[src/shared/pvlm_pkg.sv]
// Constants and carrier types for the power-valid limit monitor
package pvlm_pkg;

  // ----------------------------------------------------------------
  // Register pointers
  // ----------------------------------------------------------------
  localparam logic [7:0] PVLM_PTR_UPPER = 8'h10;
  localparam logic [7:0] PVLM_PTR_LOWER = 8'h11;
  localparam logic [7:0] PVLM_PTR_MAKER = 8'hFE;
  localparam logic [7:0] PVLM_PTR_DIE = 8'hFF;

  // ----------------------------------------------------------------
  // Reset and identity values
  // ----------------------------------------------------------------
  localparam logic [15:0] PVLM_UPPER_RST = 16'h2710;
  localparam logic [15:0] PVLM_LOWER_RST = 16'h2328;
  // Arbitrary identity values
  localparam logic [15:0] PVLM_MAKER_ID = 16'hA5C3;
  localparam logic [15:0] PVLM_DIE_IDENTITY = 16'h0B17;
  localparam logic [15:0] PVLM_UNMAPPED = 16'h0000;

  // ----------------------------------------------------------------
  // Field layout of limit words and readings
  // ----------------------------------------------------------------
  localparam int PVLM_SIGN_BIT = 15;
  localparam int PVLM_FIELD_MSB = 14;
  localparam int PVLM_FIELD_LSB = 3;
  localparam logic [15:0] PVLM_CMP_MASK = 16'hFFF8;
  localparam int PVLM_MODE_BUS_BIT = 1;
  localparam int PVLM_CHANNELS = 3;

  // ----------------------------------------------------------------
  // Serial slave
  // ----------------------------------------------------------------
  localparam logic [6:0] PVLM_SLAVE_ADDR = 7'h40;
  localparam logic [3:0] PVLM_BITS_PER_BYTE = 4'h8;
  localparam logic [1:0] PVLM_IDX_PTR = 2'h0;
  localparam logic [1:0] PVLM_IDX_MSB = 2'h1;
  localparam logic [1:0] PVLM_IDX_LSB = 2'h2;

  typedef enum logic [2:0] {
    PVLM_ST_IDLE,
    PVLM_ST_ADDR,
    PVLM_ST_ACK,
    PVLM_ST_RX,
    PVLM_ST_TX,
    PVLM_ST_MACK
  } pvlm_state_t;

  // New set of bus-voltage results from the conversion engine
  typedef struct packed {
    logic stored;
    logic [PVLM_CHANNELS-1:0] enabled;
    logic [PVLM_CHANNELS-1:0][15:0] reading;
  } pvlm_bus_t;

  // Shunt critical-limit status from the conversion engine
  typedef struct packed {
    logic over;
    logic conv_done;
  } pvlm_crit_t;

endpackage

[src/pvlm_chan_cmp.sv]
// One channel's comparison against the upper and lower power-valid limits
`timescale 1ns/100ps
module pvlm_chan_cmp (
  input wire logic [15:0] reading,
  input wire logic [15:0] upper,
  input wire logic [15:0] lower,
  output logic above_upper,
  output logic below_lower
);

  logic signed [15:0] rd_s;
  logic signed [15:0] up_s;
  logic signed [15:0] lo_s;

  // Reserved low bits take no part; bit 15 is a two's-complement sign
  assign rd_s = $signed(reading & pvlm_pkg::PVLM_CMP_MASK);
  assign up_s = $signed(upper & pvlm_pkg::PVLM_CMP_MASK);
  assign lo_s = $signed(lower & pvlm_pkg::PVLM_CMP_MASK);
  assign above_upper = rd_s > up_s;
  assign below_lower = rd_s < lo_s;

endmodule

[src/pvlm_top.sv]
// Power-valid limit monitor with two-wire register slave and critical alert timing
`timescale 1ns/100ps
module pvlm_top (
  input wire logic clk,
  input wire logic rst,
  input wire logic scl_in,
  input wire logic sda_in,
  output logic sda_out,
  output logic sda_oe_n,
  input wire logic [2:0] meas_select_bits,
  input wire pvlm_pkg::pvlm_bus_t bus_results,
  input wire pvlm_pkg::pvlm_crit_t crit_status,
  output logic power_valid_out,
  output logic valid_status_flag,
  output logic critical_alert_n
);

  // ----------------------------------------------------------------
  // Pin synchronisers
  // ----------------------------------------------------------------
  logic scl_meta_reg;
  logic scl_sync_reg;
  logic scl_prev_reg;
  logic sda_meta_reg;
  logic sda_sync_reg;
  logic sda_prev_reg;

  always_ff @(posedge clk) begin
    if (rst) begin
      scl_meta_reg <= 1'b1;
      scl_sync_reg <= 1'b1;
      scl_prev_reg <= 1'b1;
      sda_meta_reg <= 1'b1;
      sda_sync_reg <= 1'b1;
      sda_prev_reg <= 1'b1;
    end else begin
      scl_meta_reg <= scl_in;
      scl_sync_reg <= scl_meta_reg;
      scl_prev_reg <= scl_sync_reg;
      sda_meta_reg <= sda_in;
      sda_sync_reg <= sda_meta_reg;
      sda_prev_reg <= sda_sync_reg;
    end
  end

  logic scl_rise;
  logic scl_fall;
  logic bus_start;
  logic bus_stop;

  assign scl_rise = scl_sync_reg & ~scl_prev_reg;
  assign scl_fall = ~scl_sync_reg & scl_prev_reg;
  assign bus_start = scl_sync_reg & scl_prev_reg & sda_prev_reg & ~sda_sync_reg;
  assign bus_stop = scl_sync_reg & scl_prev_reg & ~sda_prev_reg & sda_sync_reg;

  // ----------------------------------------------------------------
  // Serial slave and limit registers
  // ----------------------------------------------------------------
  pvlm_pkg::pvlm_state_t st_reg, st_next;
  logic [3:0] cnt_reg, cnt_next;
  logic [7:0] shift_reg, shift_next;
  logic [7:0] ptr_reg, ptr_next;
  logic [7:0] msb_reg, msb_next;
  logic [1:0] idx_reg, idx_next;
  logic rw_reg, rw_next;
  logic drive_low_reg, drive_low_next;
  logic [15:0] tx_word_reg, tx_word_next;
  logic tx_sel_reg, tx_sel_next;
  logic [15:0] upper_reg, upper_next;
  logic [15:0] lower_reg, lower_next;

  function automatic logic [15:0] read_mux(input logic [7:0] ptr, input logic [15:0] up,
                                           input logic [15:0] lo);
    case (ptr)
      pvlm_pkg::PVLM_PTR_UPPER: read_mux = up;
      pvlm_pkg::PVLM_PTR_LOWER: read_mux = lo;
      pvlm_pkg::PVLM_PTR_MAKER: read_mux = pvlm_pkg::PVLM_MAKER_ID;
      pvlm_pkg::PVLM_PTR_DIE: read_mux = pvlm_pkg::PVLM_DIE_IDENTITY;
      default: read_mux = pvlm_pkg::PVLM_UNMAPPED;
    endcase
  endfunction

  always_comb begin
    logic [7:0] tx_byte;
    tx_byte = tx_sel_reg ? tx_word_reg[7:0] : tx_word_reg[15:8];
    st_next = st_reg;
    cnt_next = cnt_reg;
    shift_next = shift_reg;
    ptr_next = ptr_reg;
    msb_next = msb_reg;
    idx_next = idx_reg;
    rw_next = rw_reg;
    drive_low_next = drive_low_reg;
    tx_word_next = tx_word_reg;
    tx_sel_next = tx_sel_reg;
    upper_next = upper_reg;
    lower_next = lower_reg;
    if (bus_start) begin
      // Repeated start restarts addressing but keeps the pointer
      st_next = pvlm_pkg::PVLM_ST_ADDR;
      cnt_next = 4'h0;
      idx_next = pvlm_pkg::PVLM_IDX_PTR;
      drive_low_next = 1'b0;
    end else if (bus_stop) begin
      st_next = pvlm_pkg::PVLM_ST_IDLE;
      drive_low_next = 1'b0;
    end else begin
      case (st_reg)
        pvlm_pkg::PVLM_ST_IDLE: begin
        end
        pvlm_pkg::PVLM_ST_ADDR: begin
          if (scl_rise) begin
            shift_next = {shift_reg[6:0], sda_sync_reg};
            cnt_next = cnt_reg + 4'h1;
          end else if (scl_fall && cnt_reg == pvlm_pkg::PVLM_BITS_PER_BYTE) begin
            if (shift_reg[7:1] == pvlm_pkg::PVLM_SLAVE_ADDR) begin
              rw_next = shift_reg[0];
              drive_low_next = 1'b1;
              st_next = pvlm_pkg::PVLM_ST_ACK;
              // Word is frozen here so both bytes come from one value
              tx_word_next = read_mux(ptr_reg, upper_reg, lower_reg);
              tx_sel_next = 1'b0;
            end else begin
              st_next = pvlm_pkg::PVLM_ST_IDLE;
            end
          end
        end
        pvlm_pkg::PVLM_ST_ACK: begin
          if (scl_fall) begin
            if (rw_reg) begin
              drive_low_next = ~tx_byte[7];
              shift_next = {tx_byte[6:0], 1'b0};
              cnt_next = 4'h1;
              st_next = pvlm_pkg::PVLM_ST_TX;
            end else begin
              drive_low_next = 1'b0;
              cnt_next = 4'h0;
              st_next = pvlm_pkg::PVLM_ST_RX;
            end
          end
        end
        pvlm_pkg::PVLM_ST_RX: begin
          if (scl_rise) begin
            shift_next = {shift_reg[6:0], sda_sync_reg};
            cnt_next = cnt_reg + 4'h1;
          end else if (scl_fall && cnt_reg == pvlm_pkg::PVLM_BITS_PER_BYTE) begin
            drive_low_next = 1'b1;
            st_next = pvlm_pkg::PVLM_ST_ACK;
            case (idx_reg)
              pvlm_pkg::PVLM_IDX_PTR: begin
                ptr_next = shift_reg;
                idx_next = pvlm_pkg::PVLM_IDX_MSB;
              end
              pvlm_pkg::PVLM_IDX_MSB: begin
                msb_next = shift_reg;
                idx_next = pvlm_pkg::PVLM_IDX_LSB;
              end
              default: begin
                // Identity registers ignore writes
                if (ptr_reg == pvlm_pkg::PVLM_PTR_UPPER) begin
                  upper_next = {msb_reg, shift_reg};
                end
                if (ptr_reg == pvlm_pkg::PVLM_PTR_LOWER) begin
                  lower_next = {msb_reg, shift_reg};
                end
                idx_next = pvlm_pkg::PVLM_IDX_MSB;
              end
            endcase
          end
        end
        pvlm_pkg::PVLM_ST_TX: begin
          if (scl_fall) begin
            if (cnt_reg < pvlm_pkg::PVLM_BITS_PER_BYTE) begin
              drive_low_next = ~shift_reg[7];
              shift_next = {shift_reg[6:0], 1'b0};
              cnt_next = cnt_reg + 4'h1;
            end else begin
              drive_low_next = 1'b0;
              tx_sel_next = ~tx_sel_reg;
              st_next = pvlm_pkg::PVLM_ST_MACK;
            end
          end
        end
        pvlm_pkg::PVLM_ST_MACK: begin
          if (scl_rise) begin
            st_next = sda_sync_reg ? pvlm_pkg::PVLM_ST_IDLE : pvlm_pkg::PVLM_ST_ACK;
          end
        end
        default: begin
          st_next = pvlm_pkg::PVLM_ST_IDLE;
          drive_low_next = 1'b0;
        end
      endcase
    end
  end

  always_ff @(posedge clk) begin
    if (rst) begin
      st_reg <= pvlm_pkg::PVLM_ST_IDLE;
      cnt_reg <= 4'h0;
      shift_reg <= 8'h00;
      ptr_reg <= 8'h00;
      msb_reg <= 8'h00;
      idx_reg <= pvlm_pkg::PVLM_IDX_PTR;
      rw_reg <= 1'b0;
      drive_low_reg <= 1'b0;
      tx_word_reg <= 16'h0000;
      tx_sel_reg <= 1'b0;
      upper_reg <= pvlm_pkg::PVLM_UPPER_RST;
      lower_reg <= pvlm_pkg::PVLM_LOWER_RST;
    end else begin
      st_reg <= st_next;
      cnt_reg <= cnt_next;
      shift_reg <= shift_next;
      ptr_reg <= ptr_next;
      msb_reg <= msb_next;
      idx_reg <= idx_next;
      rw_reg <= rw_next;
      drive_low_reg <= drive_low_next;
      tx_word_reg <= tx_word_next;
      tx_sel_reg <= tx_sel_next;
      upper_reg <= upper_next;
      lower_reg <= lower_next;
    end
  end

  // Open drain: only ever pull low
  assign sda_out = 1'b0;
  assign sda_oe_n = ~drive_low_reg;

  // ----------------------------------------------------------------
  // Channel comparisons
  // ----------------------------------------------------------------
  logic [pvlm_pkg::PVLM_CHANNELS-1:0] above;
  logic [pvlm_pkg::PVLM_CHANNELS-1:0] below;

  for (genvar i = 0; i < pvlm_pkg::PVLM_CHANNELS; i++) begin : g_chan
    pvlm_chan_cmp u_cmp (
      .reading(bus_results.reading[i]),
      .upper(upper_reg),
      .lower(lower_reg),
      .above_upper(above[i]),
      .below_lower(below[i])
    );
  end

  // ----------------------------------------------------------------
  // Power-valid and critical alert state
  // ----------------------------------------------------------------
  logic pv_reg, pv_next;
  logic crit_pend_reg, crit_pend_next;
  logic crit_n_reg, crit_n_next;
  logic evaluate;
  logic all_above;
  logic any_below;

  // Without bus measurement nothing new arrives, so the state holds
  assign evaluate = bus_results.stored & meas_select_bits[pvlm_pkg::PVLM_MODE_BUS_BIT]
                    & (|bus_results.enabled);
  assign all_above = &(above | ~bus_results.enabled);
  assign any_below = |(below & bus_results.enabled);

  always_comb begin
    pv_next = pv_reg;
    crit_pend_next = crit_pend_reg;
    crit_n_next = crit_n_reg;
    if (evaluate) begin
      if (!pv_reg && all_above) begin
        pv_next = 1'b1;
      end else if (pv_reg && any_below) begin
        pv_next = 1'b0;
      end
    end
    // Over-limit seen mid-conversion is held until the cycle ends
    if (crit_status.conv_done) begin
      crit_n_next = ~(crit_pend_reg | crit_status.over);
      crit_pend_next = 1'b0;
    end else if (crit_status.over) begin
      crit_pend_next = 1'b1;
    end
  end

  always_ff @(posedge clk) begin
    if (rst) begin
      pv_reg <= 1'b0;
      crit_pend_reg <= 1'b0;
      crit_n_reg <= 1'b1;
    end else begin
      pv_reg <= pv_next;
      crit_pend_reg <= crit_pend_next;
      crit_n_reg <= crit_n_next;
    end
  end

  assign power_valid_out = pv_reg;
  assign valid_status_flag = pv_reg;
  assign critical_alert_n = crit_n_reg;

endmodule

[config.mk]
export PLATFORM = sky130hd
export DESIGN_NAME = pvlm_top
export DESIGN_NICKNAME = d
export VERILOG_FILES = /design/src/shared/pvlm_pkg.sv /design/src/pvlm_chan_cmp.sv /design/src/pvlm_top.sv
export SDC_FILE = /design/constraint.sdc
export NUM_CORES = 1
export LEC_CHECK = 0
export ABC_AREA = 1
export CORE_MARGIN = 2
export CORE_UTILIZATION = 55
export CTS_CLUSTER_SIZE = 20
export DETAILED_ROUTE_END_ITERATION = 6
export DONT_BUFFER_PORTS = 1
export GPL_TIMING_DRIVEN = 1
export PLACE_DENSITY_LB_ADDON = 0.15
export SYNTH_ARGS = -nofsm -noshare
export SYNTH_HDL_FRONTEND = slang
export SYNTH_HIERARCHICAL = 1
export SYNTH_SLANG_ARGS = --single-unit
export TNS_END_PERCENT = 50
[constraint.sdc]
create_clock -name clk -period 3.82 [get_ports clk]
set_clock_uncertainty 0.2 [all_clocks]
set_input_delay 0.382 -clock clk [delete_from_list [all_inputs] [get_ports clk]]
set_output_delay 0.382 -clock clk [all_outputs]
set_load 0.02 [all_outputs]
==> results summary <==
The run finished with clean final reports. Summed over all cells, the static leakage comes to roughly 0.0035 uW. The post-synthesis cell area is roughly 0.0068 sq mm. The number of detailed-route iterations in the first pass is 5.

The tightest slew margin relative to the limit came out at between 50% and 60%. The layout overhead on the synthesized area came out at 4.81%. The count of unique library cells instantiated by Yosys came out at 34. The category of the critical setup timing path is reg -> reg.

The required time at the endpoint of the critical path came out at 3.85 ns. The worst setup path is launched from a register. The root cell of the clock tree is clkbuf_16. The class of the tightest hold or removal check is in -> reg. The final global-route overflow total came out at 0.

Counting tap cells, the placed design contains a total of 1165 instances. On the critical path, the stage with the largest delay is an instance of nand2_1. The number of placement rows came out at 40. The overall via count from detail_route is about 6200. On the worst path, the slowest cell contributes a delay of between 0.4 and 0.5 ns. The post-synthesis average cell area came out at 6.47 sq um.

VDD sags by at most 232 uV. The clock latency reported for the late side of the worst-skew pair came out at roughly 0.34 ns. The time the final worst path needs with I/O delays and setup is 2.28 ns. The largest fanout on the critical path is 34. The met3 demand-to-capacity share in global routing is 4.80%. The violation count after the first detailed-routing iteration is between 300 and 400. The antenna cell count is 0.

The sequential-to-total area share from yosys stat came out at ~28%. The die width came out at 115 um. The region available for standard cell placement spans roughly 0.012 sq mm. The worst hold margin came out at 0.00960 ns. The startpoint identified for the worst hold timing path is rst. In this run the register-to-register setup slack is between 1.5 and 2 ns. The clock-pin slew reported for the worst setup and hold paths after clock tree synthesis is approximately 0.060 ns.

The chip height is between 100 and 150 um. The global-route wire length before repair is around 27000 um. The Yosys step of the flow raised 6 warnings. The most critical setup path has its startpoint at ptr_reg[7].

The cell with the most instances after synthesis is nand2_1. In the routed layout, each cell is associated on average with a via count of about 5.2. The via count of the first global-routing pass came out at roughly 5800. The initial core utilization came out at between 50% and 60%. The estimated wirelength of the detail-placed design came out at about 12000 um. The number of instances in the synthesized netlist is between 1000 and 1500.

After detailed routing, the number of remaining DRC violations is 0. TritonCTS built the clock tree. The register cell area after layout came out at 0.00186 sq mm. The total number of H-tree levels came out at 3. The routed wire length is roughly 16000 um. The dominant register cell in the synthesized netlist is dfxtp_1.

The average wire length per cell after detail routing came out at between 10 and 15 um. In this run the most used layer during global routing was met2. For this design, the sink count on the clock tree is 93.

Entering global routing, the biggest net connects 52 pins. Gates resized during post-CTS repair numbered 0. Setup repair after global routing left no endpoint under its margin. The number of flops mapped to enable cells by yosys is 0. When the netlist entered floorplanning its net count stood at around 1200. The type of element capturing the critical path is a register. The flip-flop and latch count after synthesis came out at 93.

The number of standard cells in the layout, taps in and fillers out came out at 1183. In the global route stage, met1 resource usage came out at between 30% and 40%. The total setup buffers inserted after CTS is 0. The number of ports placed on the die boundary came out at 66. No sink is reached through more buffers than the 2 on the longest clock path.

The count of port buffers added during placement is 0. The routability congestion estimate came out at between 0.8 and 0.9. Cells fill approximately 59% of the core in the end.

The tool flagged a number of max-cap violations equal to 0. Summing internal, switching and leakage power gives roughly 2100 uW. The overall track demand over capacity in global routing came out at approximately a quarter. The final layout net count came out at 1171.

The number of buffers and inverters on the critical path is 2. The count of filler cells inserted in the layout is 1224. The area of the die is between 0.01 and 0.015 sq mm.

The maximum operating frequency came out at roughly 0.44 GHz. The multi-input combinational cells in the finished layout cover a total of around 0.004 sq mm. The initial antenna violation count came out at 0.

Adding up every negative setup slack in the final design gives 0 ns. Traced cell by cell, the critical path runs through inv_1 > nand2_1 > nor2_2 > buf_4 > nand2_2 > nor2_1 > nand2_1 > o21ai_0 > nor2_1. Once detail routing completed, the nets flagged for antenna violations numbered 0. The ratio of cells with drive above 1 in the final layout is about 7.3%. The number of pins exceeding their max-slew limit in the final report is 0.

The hold violation count in the final report is 0. The number of clock buffers inserted by TritonCTS is 9. dfxtp_1 takes more of the synthesized area than any other cell. The cell family contributing the most delay on the critical path is simple AND/OR/NAND/NOR gates. In this run the biggest area consumer among cell types represents between 20% and 30% of the synthesized area.

The final clock period utilization by the worst path is 59.7%. The total setup violations reported at the end of the flow came out at 0. The met2 track demand over resource in global routing is 45.8%.

The worst-margin pin slew came out at ~0.68 ns. The startpoint identified for the worst register-to-register timing path is ptr_reg[7]. The critical path arrival is ~2.3 ns. By count the netlist is led by nand2_1 (265), inv_1 (163), nor2_1 (109). For this design the ratio of total power to cell area is ~290 mW/mm^2. By area the synthesized netlist is led by dfxtp_1 (28%), nand2_1 (15%), ha_1 (14%), inv_1 (9.0%), nand3_1 (6.5%). The fraction of synthesis flops using an asynchronous set or reset pin came out at 0%.
stage by stage:
| stage | setup slack, ns | cell area [sq um] |
|---|---|---|
| finish | 1.54 | 7090 |
| global route | 1.27 | 7090 |
| CTS | 1.53 | 7090 |
| detailed placement | 1.54 | 6790 |
| global placement | 1.56 | 6790 |
| floorplan | 1.88 | 6760 |
where the power goes:
| group | internal, uW | total [uW] | switching, uW |
|---|---|---|---|
| Clock | 431 | 786 | 356 |
| Combinational | 98.2 | 269 | 170 |
| Sequential | 982 | 1010 | 24.5 |
| Total | 1510 | 2060 | 551 |
kinds of logic after synthesis:
group | Yosys count | share of synthesized area, %
AND/OR/NAND/NOR | 522 | 34.4
other | 1 | 0.0555
XOR/XNOR | 1 | 0.130
buffers and inverters | 212 | 12.9
adder cells (fa/ha/maj) | 77 | 14.2
flip-flops | 93 | 27.5
AO/OA/AOI/OAI | 139 | 10.7
routing by layer:
metal / part of all wire [%] / wire [um]
met1: 45 / 7420
met2: 47 / 7630
met3: 5.0 / 823
met4: 3.2 / 527
met5: 0 / 0
path summary, 6_finish.rpt:
path	end	depth (start not counted)
min	sda_prev_reg	2
max	upper_reg[15]	9
min reg2reg	scl_sync_reg	1
max reg2reg	upper_reg[15]	9
placed cells by master (no fill, tap or decap), drive strengths merged, types with 7 or more instances in the layout:
cell | Yosys | routed
nand4 | 8 | 8
ha | 77 | 77
clkbuf | 10 | 11
nand2 | 279 | 279
dfxtp | 93 | 93
o211ai | 7 | 7
o21ai | 57 | 57
inv | 175 | 175
nand3 | 94 | 94
clkinv | 5 | 8
a21oi | 72 | 72
nor2 | 128 | 128
cell type report:
class	instances	share of cell area (%)
flip-flops and latches	93	26.3
well taps	147	2.60
inverters	180	9.55
multi-input cells	740	56.9
clock buffers	11	3.28
clock inverters	3	0.212
repair buffers	9	1.24
worst register-to-register path, stage by stage, from the launching register on:
cell and delay (ns):
dfxtp_1 0.33, inv_1 0.10, nand2_1 0.07, nor2_2 0.07, buf_4 0.31, nand2_2 0.15, nor2_1 0.12, nand2_1 0.41
o21ai_0 0.37, nor2_1 0.06
what timing repair did:
| item | in CTS | in global routing |
|---|---|---|
| hold buffers | 4 | 0 |
| endpoints found under the hold margin | 30 | 0 |
| setup endpoints to repair | 0 | 0 |
Note: power is estimated with default switching activity, not from simulation.
